File: src/mmrb_pkg.sv
// shared constants of the motion monitor register bank
package mmrb_pkg;

  // holding-register addresses (upper half of each 32-bit item)
  localparam logic [15:0] HR_IO_SNAPSHOT          = 16'h00d4;
  localparam logic [15:0] HR_TORQUE_RATIO         = 16'h00d6;
  localparam logic [15:0] HR_CUMULATIVE_LOAD      = 16'h00da;
  localparam logic [15:0] HR_TARGET_POSITION      = 16'h00de;
  localparam logic [15:0] HR_SUCCESSOR_DATA_NUMBER = 16'h00e0;
  localparam logic [15:0] HR_LOOP_START_NUMBER    = 16'h00e2;
  localparam logic [15:0] HR_LOOP_ITERATIONS      = 16'h00e4;
  localparam logic [15:0] HR_STEP_EVENT_CMD_POS   = 16'h00e6;
  localparam logic [15:0] HR_STEP_EVENT_FB_POS    = 16'h00e8;
  localparam logic [15:0] HR_LOW_EVENT_CMD_POS    = 16'h00ea;
  localparam logic [15:0] HR_LOW_EVENT_FB_POS     = 16'h00ec;
  localparam logic [15:0] HR_HIGH_EVENT_CMD_POS   = 16'h00ee;
  localparam logic [15:0] HR_HIGH_EVENT_FB_POS    = 16'h00f0;
  localparam logic [15:0] HR_HALT_EVENT_CMD_POS   = 16'h00f2;
  localparam logic [15:0] HR_HALT_EVENT_FB_POS    = 16'h00f4;
  localparam logic [15:0] HR_INFO_CODE            = 16'h00f6;
  localparam logic [15:0] HR_DRIVER_TEMP          = 16'h00f8;
  localparam logic [15:0] HR_MOTOR_TEMP           = 16'h00fa;
  localparam logic [15:0] HR_LIFETIME_REVS        = 16'h00fc;
  localparam logic [15:0] HR_RESETTABLE_REVS      = 16'h00fe;
  localparam logic [15:0] HR_EXEC_HISTORY_NEWEST  = 16'h0100;
  localparam logic [15:0] HR_EXEC_HISTORY_SECOND  = 16'h0102;

  // network command code of the item at HR_IO_SNAPSHOT; codes then step by one per register pair
  localparam logic [15:0] CMD_CODE_BASE = 16'h206a;

  // value shown when no data number applies
  localparam logic [31:0] NO_NUMBER = 32'hffffffff;

  // one revolution pulse per motor turn; one count is 0.1 kRev
  localparam int REVS_PER_UNIT = 100;
  localparam int HISTORY_DEPTH = 16;

  // event channel indices
  localparam int EV_STEP  = 0;
  localparam int EV_LOW   = 1;
  localparam int EV_HIGH  = 2;
  localparam int EV_HALT  = 3;
  localparam int EV_COUNT = 4;

endpackage : mmrb_pkg

File: src/mmrb_monitor_bank.sv
// read-only motion monitor register bank with holding-register and command-code read ports
`timescale 1ns/1ps
`default_nettype none

// Operation
// next-step event captures command and feedback positions.
// low-level branch event captures command and feedback positions.
// high-level branch event captures command and feedback positions.
// halt by stop input captures command and feedback positions.
// a repeated event overwrites the held positions.
// cleared event latch reads zero until next capture.
// successor number of running operation, kept after; minus one if unlinked or stop.
// loop origin number while looping, else minus one.
// loop iteration count while looping, else zero.
// history of executed numbers; minus one when stopped; newest mirrors current.
// destination-type operations show absolute destination as target.
// continuous, jog, sensor or push homing show start position as target.
// temperatures are signed, one count per 0.1 degree Celsius.
// lifetime revolutions in 0.1 kRev, never clearable.
// resettable revolutions in same unit, cleared by user request.
// cumulative load adds load magnitude regardless of direction.
// torque shown as ratio of maximum holding torque.
// live snapshot of direct, extended, differential and virtual I/O.
// presently active information code.
// 32-bit items read as two 16-bit registers, upper half first.
module mmrb_monitor_bank #(
  parameter int HIST_DEPTH = mmrb_pkg::HISTORY_DEPTH,
  parameter int REV_UNIT   = mmrb_pkg::REVS_PER_UNIT
) (
  input  wire  logic        clk_sys,
  input  wire  logic        rst_b,
  // pins sampled asynchronously
  input  wire  logic [31:0] ioPins,
  // motion controller state, same clock
  input  wire  logic [31:0] cmdPosition,
  input  wire  logic [31:0] fbPosition,
  input  wire  logic [31:0] torqueRatio,
  input  wire  logic [31:0] loadSample,
  input  wire  logic        loadValid,
  input  wire  logic        running,
  input  wire  logic        opStart,
  input  wire  logic [31:0] opNumber,
  input  wire  logic        opUsesDestination,
  input  wire  logic [31:0] opDestination,
  input  wire  logic        linkEnabled,
  input  wire  logic        successorIsStop,
  input  wire  logic [31:0] successorNumber,
  input  wire  logic        loopActive,
  input  wire  logic [31:0] loopOrigin,
  input  wire  logic        loopPass,
  input  wire  logic [mmrb_pkg::EV_COUNT-1:0] eventPulse,
  input  wire  logic [mmrb_pkg::EV_COUNT-1:0] eventClear,
  input  wire  logic [31:0] infoCode,
  input  wire  logic [15:0] driverTemp,
  input  wire  logic [15:0] motorTemp,
  input  wire  logic        revPulse,
  input  wire  logic        tripClear,
  // holding-register read port
  input  wire  logic        hrRead,
  input  wire  logic [15:0] hrAddr,
  output logic        [15:0] hrData,
  output logic               hrValid,
  // network command-code read port
  input  wire  logic        ncRead,
  input  wire  logic [15:0] ncCode,
  output logic        [31:0] ncData,
  output logic               ncValid
);
  import mmrb_pkg::*;

  logic        rstMeta;
  logic        rstSync;
  logic [31:0] ioMeta;
  logic [31:0] ioSync;
  logic [31:0] target;
  logic [31:0] successor;
  logic [31:0] loopStart;
  logic [31:0] loopCount;
  logic        loopWas;
  logic [31:0] loadSum;
  logic [31:0] loadMag;
  logic [31:0] lifetimeRevs;
  logic [31:0] tripRevs;
  logic [15:0] revSub;
  logic        unitTick;
  logic [31:0] evCmd [EV_COUNT];
  logic [31:0] evFb  [EV_COUNT];
  logic [31:0] hist  [HIST_DEPTH];
  logic [15:0] pairLow;
  logic [15:0] pairAddr;
  logic        pairHeld;
  logic [15:0] ncAddr;
  logic [31:0] hrWord;
  logic [31:0] ncWord;
  logic [31:0] driverTempWide;
  logic [31:0] motorTempWide;

  // reset released through two flops
  always_ff @(posedge clk_sys or negedge rst_b) begin
    if (!rst_b) begin
      rstMeta <= 1'b0;
      rstSync <= 1'b0;
    end else begin
      rstMeta <= 1'b1;
      rstSync <= rstMeta;
    end
  end

  // I/O pins cross into the clock domain before anything looks at them
  always_ff @(posedge clk_sys or negedge rstSync) begin
    if (!rstSync) begin
      ioMeta <= 32'h0;
      ioSync <= 32'h0;
    end else begin
      ioMeta <= ioPins;
      ioSync <= ioMeta;
    end
  end

  // target position chosen at operation start
  // the start position is the command position seen on the start edge
  always_ff @(posedge clk_sys or negedge rstSync) begin
    if (!rstSync) begin
      target <= 32'h0;
    end else if (opStart) begin
      if (opUsesDestination) begin
        target <= opDestination;
      end else begin
        target <= cmdPosition;
      end
    end
  end

  // successor is latched and kept after the operation completes
  always_ff @(posedge clk_sys or negedge rstSync) begin
    if (!rstSync) begin
      successor <= NO_NUMBER;
    end else if (opStart) begin
      if (!linkEnabled || successorIsStop) begin
        successor <= NO_NUMBER;
      end else begin
        successor <= successorNumber;
      end
    end
  end

  // loop origin and iteration count
  // a pass on the entry edge already counts as the first iteration
  always_ff @(posedge clk_sys or negedge rstSync) begin
    if (!rstSync) begin
      loopStart <= NO_NUMBER;
      loopCount <= 32'h0;
      loopWas   <= 1'b0;
    end else begin
      loopWas <= loopActive;
      if (!loopActive) begin
        loopStart <= NO_NUMBER;
        loopCount <= 32'h0;
      end else if (!loopWas) begin
        loopStart <= loopOrigin;
        if (loopPass) begin
          loopCount <= 32'h1;
        end else begin
          loopCount <= 32'h0;
        end
      end else if (loopPass) begin
        loopCount <= loopCount + 32'h1;
      end
    end
  end

  // load magnitude so both directions add to the total; sum wraps on overflow
  // the most negative sample has no positive twin and is added as is
  always_comb begin
    if (loadSample[31]) begin
      loadMag = 32'h0 - loadSample;
    end else begin
      loadMag = loadSample;
    end
  end

  always_ff @(posedge clk_sys or negedge rstSync) begin
    if (!rstSync) begin
      loadSum <= 32'h0;
    end else if (loadValid && running) begin
      loadSum <= loadSum + loadMag;
    end
  end

  // revolution prescaler shared by both meters
  assign unitTick = revPulse && (revSub == 16'(REV_UNIT - 1));

  always_ff @(posedge clk_sys or negedge rstSync) begin
    if (!rstSync) begin
      revSub <= 16'h0;
    end else if (revPulse) begin
      if (unitTick) begin
        revSub <= 16'h0;
      end else begin
        revSub <= revSub + 16'h1;
      end
    end
  end

  // lifetime meter has no clear path at all
  always_ff @(posedge clk_sys or negedge rstSync) begin
    if (!rstSync) begin
      lifetimeRevs <= 32'h0;
    end else if (unitTick) begin
      lifetimeRevs <= lifetimeRevs + 32'h1;
    end
  end

  // a unit arriving with the clear is kept so no travel is lost
  always_ff @(posedge clk_sys or negedge rstSync) begin
    if (!rstSync) begin
      tripRevs <= 32'h0;
    end else if (tripClear) begin
      if (unitTick) begin
        tripRevs <= 32'h1;
      end else begin
        tripRevs <= 32'h0;
      end
    end else if (unitTick) begin
      tripRevs <= tripRevs + 32'h1;
    end
  end

  // event latches: capture wins over a clear in the same cycle
  generate
    for (genvar e = 0; e < EV_COUNT; e++) begin : g_event
      always_ff @(posedge clk_sys or negedge rstSync) begin
        if (!rstSync) begin
          evCmd[e] <= 32'h0;
          evFb[e]  <= 32'h0;
        end else if (eventPulse[e]) begin
          evCmd[e] <= cmdPosition;
          evFb[e]  <= fbPosition;
        end else if (eventClear[e]) begin
          evCmd[e] <= 32'h0;
          evFb[e]  <= 32'h0;
        end
      end
    end
  endgenerate

  // history shifts on each start; entry 0 is the running operation
  // entries beyond the depth are dropped, oldest first
  always_ff @(posedge clk_sys or negedge rstSync) begin
    if (!rstSync) begin
      for (int i = 0; i < HIST_DEPTH; i++) begin
        hist[i] <= NO_NUMBER;
      end
    end else if (opStart) begin
      hist[0] <= opNumber;
      for (int i = 1; i < HIST_DEPTH; i++) begin
        hist[i] <= hist[i-1];
      end
    end
  end

  // sign extension keeps sub-zero readings negative on the 32-bit bus
  assign driverTempWide = {{16{driverTemp[15]}}, driverTemp};
  assign motorTempWide  = {{16{motorTemp[15]}}, motorTemp};

  function automatic logic [31:0] lookup(input logic [15:0] a);
    logic [15:0] base;
    logic [15:0] idx;
    base   = {a[15:1], 1'b0};
    idx    = (base - HR_EXEC_HISTORY_NEWEST) >> 1;
    lookup = 32'h0;
    case (base)
      HR_IO_SNAPSHOT:           lookup = ioSync;
      HR_TORQUE_RATIO:          lookup = torqueRatio;
      HR_CUMULATIVE_LOAD:       lookup = loadSum;
      HR_TARGET_POSITION:       lookup = target;
      HR_SUCCESSOR_DATA_NUMBER: lookup = successor;
      HR_LOOP_START_NUMBER:     lookup = loopStart;
      HR_LOOP_ITERATIONS:       lookup = loopCount;
      HR_STEP_EVENT_CMD_POS:    lookup = evCmd[EV_STEP];
      HR_STEP_EVENT_FB_POS:     lookup = evFb[EV_STEP];
      HR_LOW_EVENT_CMD_POS:     lookup = evCmd[EV_LOW];
      HR_LOW_EVENT_FB_POS:      lookup = evFb[EV_LOW];
      HR_HIGH_EVENT_CMD_POS:    lookup = evCmd[EV_HIGH];
      HR_HIGH_EVENT_FB_POS:     lookup = evFb[EV_HIGH];
      HR_HALT_EVENT_CMD_POS:    lookup = evCmd[EV_HALT];
      HR_HALT_EVENT_FB_POS:     lookup = evFb[EV_HALT];
      HR_INFO_CODE:             lookup = infoCode;
      HR_DRIVER_TEMP:           lookup = driverTempWide;
      HR_MOTOR_TEMP:            lookup = motorTempWide;
      HR_LIFETIME_REVS:         lookup = lifetimeRevs;
      HR_RESETTABLE_REVS:       lookup = tripRevs;
      default: begin
        if (base >= HR_EXEC_HISTORY_NEWEST && idx < 16'(HIST_DEPTH)) begin
          if (running) begin
            lookup = hist[idx[$clog2(HIST_DEPTH)-1:0]];
          end else begin
            lookup = NO_NUMBER;
          end
        end
      end
    endcase
  endfunction : lookup

  // last code in use: the final history entry
  localparam logic [15:0] NC_CODE_LAST =
    CMD_CODE_BASE + 16'((HR_EXEC_HISTORY_NEWEST - HR_IO_SNAPSHOT) >> 1) + 16'(HIST_DEPTH - 1);

  assign hrWord = lookup(hrAddr);

  // command code maps onto the same items, one code per register pair;
  // codes past the table would wrap the address arithmetic onto a real item
  always_comb begin
    ncAddr = HR_IO_SNAPSHOT + 16'((ncCode - CMD_CODE_BASE) << 1);
    ncWord = 32'h0;
    if (ncCode >= CMD_CODE_BASE && ncCode <= NC_CODE_LAST) begin
      ncWord = lookup(ncAddr);
    end
  end

  // upper half read freezes the lower half so the pair is one coherent value
  always_ff @(posedge clk_sys or negedge rstSync) begin
    if (!rstSync) begin
      pairLow  <= 16'h0;
      pairAddr <= 16'h0;
      pairHeld <= 1'b0;
    end else if (hrRead) begin
      pairHeld <= !hrAddr[0];
      pairAddr <= hrAddr + 16'h1;
      pairLow  <= hrWord[15:0];
    end
  end

  // any read other than the matching lower half drops the frozen half
  always_ff @(posedge clk_sys or negedge rstSync) begin
    if (!rstSync) begin
      hrValid <= 1'b0;
    end else begin
      hrValid <= hrRead;
    end
  end

  always_ff @(posedge clk_sys or negedge rstSync) begin
    if (!rstSync) begin
      hrData  <= 16'h0;
    end else begin
      if (hrRead) begin
        if (!hrAddr[0]) begin
          hrData <= hrWord[31:16];
        end else if (pairHeld && pairAddr == hrAddr) begin
          hrData <= pairLow;
        end else begin
          hrData <= hrWord[15:0];
        end
      end
    end
  end

  always_ff @(posedge clk_sys or negedge rstSync) begin
    if (!rstSync) begin
      ncValid <= 1'b0;
    end else begin
      ncValid <= ncRead;
    end
  end

  always_ff @(posedge clk_sys or negedge rstSync) begin
    if (!rstSync) begin
      ncData  <= 32'h0;
    end else begin
      if (ncRead) begin
        ncData <= ncWord;
      end
    end
  end

endmodule : mmrb_monitor_bank
`default_nettype wire

File: config.mk
export PLATFORM = sky130hd
export DESIGN_NAME = mmrb_monitor_bank
export DESIGN_NICKNAME = d
export VERILOG_FILES = /design/src/mmrb_pkg.sv /design/src/mmrb_monitor_bank.sv
export SDC_FILE = /design/constraint.sdc
export NUM_CORES = 2
export LEC_CHECK = 0
export BUFFER_PORTS_ARGS = -buffer_cell sky130_fd_sc_hd__clkbuf_2
export CELL_PAD_IN_SITES_DETAIL_PLACEMENT = 1
export CELL_PAD_IN_SITES_GLOBAL_PLACEMENT = 2
export CORE_ASPECT_RATIO = 0.8
export CORE_MARGIN = 1
export CORE_UTILIZATION = 45
export DETAILED_ROUTE_END_ITERATION = 8
export GPL_TIMING_DRIVEN = 0
export PLACE_DENSITY = 0.95
export SETUP_SLACK_MARGIN = 0.05
export SLEW_MARGIN = 20
export SYNTH_ARGS = -nofsm -noshare
export SYNTH_HDL_FRONTEND = slang
export SYNTH_SLANG_ARGS = --single-unit
File: constraint.sdc
create_clock -name clk_sys -period 94.4 [get_ports clk_sys]
set_input_delay 14.16 -clock clk_sys [delete_from_list [all_inputs] [get_ports clk_sys]]
set_output_delay 14.16 -clock clk_sys [all_outputs]
set_load 0.005 [all_outputs]
==> flow_summary.ini <==
[die]
initial_core_util_pct = 45.6
fp-row-count = 123
pin_count = 456
dieWidth_um = 425
die_h_um = 340
die_area_um2 = 144000
core_um2 = 141000

[setup_path]
critPathBufInv = 6
cp.required_ns = 95.12
path_cells = buf_2 -> buf_1 -> clkinv_1 -> ha_1 -> nor2_1 -> a21oi_1 -> a311o_1 -> or3_1 -> a21oi_1 -> o22ai_2 -> buf_6 -> nor4_2 -> buf_2 -> buf_2 -> a221oi_1 -> and4_1 -> a21oi_1
critPathLaunchType = input port
critical_path.top_delay_family = buffers and inverters
timing_worst_setup_path_type = input port to flop
critPathCaptureType = flop
crit_arrival_ns = 21.76
reg2reg_depth = 11
rr_endpoint = loadSum[31]$_DFFE_PN0P_
cpMaxStageDelayCell = nor4_2
critPathMaxFanout = 10
regToRegSetupSlack_ns = 90.19
slowest_delay_ns = 1.01
reg2reg_from = loadSum[6]$_DFFE_PN0P_

[grt]
grt_pass1_vias = 58900
track_usage_pct = 49.9
grt_start_max_net_pins = 62
antenna_found_initial = 52
grt.overflow.total = 0
grt_pass1_wl_um = 495000

[synthesis]
yosysUniqueCellTypes = 93
ys.flop_type = dfrtp_1
syn_avg_cell_area_um2 = 11.7
netlist_area_um2 = 64300
netlist_instances = 5503
yosys.area.top_type_share_pct = 23.5
synth-seq-cells = 1157
synth_edf_count = 0
yosysWarnings = 0
syn-num-nets = 5949
seq_area_frac_synth_pct = 46.1
ys_async_sr_fraction_pct = 100
synth_top_area_cell = dfstp_2
synth_top_cells_by_area = dfstp_2 24%, dfrtp_1 23%, mux4_2 11%

[timing]
final.min_clock_period_ns = 21.05
finalWorstSetupSlack_ns = 73.35
hold_ws_ns = 0.348
slew_headroom_pct = 12.2
finalHoldViolations = 0
drv_slew = 0
fin_skew_ns = 0.0332
final-setup-viol-count = 0
worst_pin_slew_ns = 1.32
period_share_pct = 22.3
fmax_mhz = 47.5
rsz0062_at_grt = no
final.setup.tns_ns = 0

[detailed_routing]
final_antenna_net_count = 0
drc = 0
drtPass1Iterations = 9
viasPerCell = 7.30
wl_um = 366000
wl_per_cell_um = 45.1
drt_iter0_drc = 9860
vias = 59300

[pwr]
combPwrFrac_pct = 23.6
peakVddDrop_mv = 0.0236
swShare_pct = 33.2
p_clk_share_pct = 29.5
cellLeakagePower_nw = 29.6
power_frac_seq_pct = 46.9
internal_power_w = 0.00116
p_sw_w = 0.000579
power_density_nw_per_um2 = 23.5

[hold_path]
hold_depth = 0
worst_hold_path_type = flop to flop
holdCritStartpoint = ioMeta[23]$_DFF_PN0_
hold_end = ioSync[23]$_DFF_PN0_

[placed_design]
port_buffers = 434
dp_cells = 7857
hpwl_um = 284000
routabilityCongestion = 1.06
dpl_worst_slack_ns = 73.19

[clock_network]
clk_pin_slew_ns = 0.07
cts_sinks = 1157
clk_latency_ns = 0.79
holdBufCountCts = 0
tritoncts = done
cts_made_buffers = 120
cts_resized = 0
post-cts-setup-buffers = 0
htree_levels = 3
clockRootBuffer = clkbuf_16
ctsLongestPathBuffers = 3

[layout]
syn2layout_area_growth_pct = 15.2
drive_gt1_share_pct = 38.3
finalNonFillerCells = 8119
final_util_pct = 52.5
nets = 6552

[outcome]
outcome = complete, no violations

[run]
drv_cap = 0
-- stage by stage --
stage          power [W]  cell area, um2
2_1_floorplan    0.00101           64300
3_3_place_gp     0.00115           68800
3_5_place_dp     0.00120           69800
4_1_cts          0.00172           73900
5_1_grt          0.00178           74000
6_report         0.00174           74100
-- how the worst max path moves through the flow --
stage / from / cells past startpoint / slack [ns] / to
after floorplan: rstSync$_DFF_PN0_ / 0 / 60.77 / evCmd[0]$_DFFE_PN0P_
after global placement: rstSync$_DFF_PN0_ / 0 / 46.52 / ioMeta[4]$_DFF_PN0_
after detailed placement: ncCode[1] / 17 / 73.19 / ncData[15]$_DFFE_PN0P_
after CTS: ncCode[1] / 17 / 73.99 / ncData[4]$_DFFE_PN0P_
after global routing: ncCode[1] / 17 / 73.55 / ncData[15]$_DFFE_PN0P_
final: ncCode[1] / 17 / 73.35 / ncData[15]$_DFFE_PN0P_
-- logic make-up (layout without fill, tap and decap cells) --
logic type	after synthesis	in the layout	share of synthesized area (%)
AND/OR/NAND/NOR	1417	1417	11.3
AO/OA/AOI/OAI	1217	1217	13.0
flip-flops	1157	1157	46.1
multiplexers	1007	1007	23.1
buffers and inverters	464	1163	2.97
XOR/XNOR	199	199	2.71
adder cells (fa/ha/maj)	41	41	0.806
other	1	43	0.00583
-- cell usage after synthesis, types with 14 or more instances --
cell type	n
nor2_1	225
nand4_1	72
xnor2_1	109
a222oi_1	78
nor3_1	38
nand2_1	491
nor4_1	35
mux2i_1	105
clkbuf_1	303
nor2b_1	39
o22a_1	34
and4_1	16
a221oi_1	91
ha_1	39
o21ai_0	397
dfstp_2	576
a21o_1	14
dfrtp_1	581
a22o_1	82
buf_1	57
nand2b_1	273
buf_2	56
mux2_2	578
or3_1	18
xor2_1	90
a21oi_1	156
nand3_1	90
a31oi_1	22
mux4_2	324
and3_1	42
a22oi_1	232
inv_1	27
-- worst reg2reg max path, stage by stage (launching register included) --
cell and delay, ns:
dfrtp_1 0.92, ha_1 0.43, a2111oi_0 0.48, o21ai_0 0.29
a311o_1 0.38, o2111ai_1 0.30, a21o_1 0.26, o31ai_1 0.14
o41a_1 0.34, or3_1 0.31, nand3_1 0.16, xnor2_1 0.13
-- layout by cell type (no fill, tap or decap), drive strengths merged, types with 176 or more instances in the layout --
master  instances
nand2b        275
nor2          225
mux4          324
mux2          578
a22oi         232
buf           176
dfstp         576
nand2         491
clkbuf        910
o21ai         397
dfrtp         581
-- registers in the layout (all words and copies together) (netlist names), 16 cells and up --
name,cells
hist,512
evCmd,128
evFb,128
ioMeta,32
ioSync,32
lifetimeRevs,32
loadSum,32
loopCount,32
loopStart,32
ncData,32
successor,32
target,32
tripRevs,32
hrData,16
pairAddr,16
pairLow,16
revSub,16
-- area by class of cell --
| type | count | area [um2] |
|---|---|---|
| clock buffer | 170 | 3550 |
| clock inverter | 48 | 532 |
| antenna | 42 | 105 |
| timing repair buffer | 481 | 3030 |
| multi-input combinational | 3882 | 32800 |
| tap | 1875 | 2350 |
| inverter | 29 | 109 |
| sequential | 1157 | 29700 |
| fill | 14700 | 67000 |
| buffer | 435 | 1890 |
-- metal layers --
layer	share of wire [%]	vias to the layer above	global-route usage [%]
met5	0.034	-	0.0980
met3	14	1192	19.2
met4	7.7	18	31.8
li1	-	22000	-
met1	38	31100	66.1
met2	41	4950	68.1
-- power groups by stage --
stage	registers [W]	logic, W	clock network [W]
2_1_floorplan	0.000742	0.000272	0
3_3_place_gp	0.000794	0.000358	0
3_5_place_dp	0.000805	0.000393	0
4_1_cts	0.000803	0.000400	0.000512
5_1_grt	0.000822	0.000426	0.000528
6_report	0.000818	0.000412	0.000514
(Power assumes the default switching activity.)
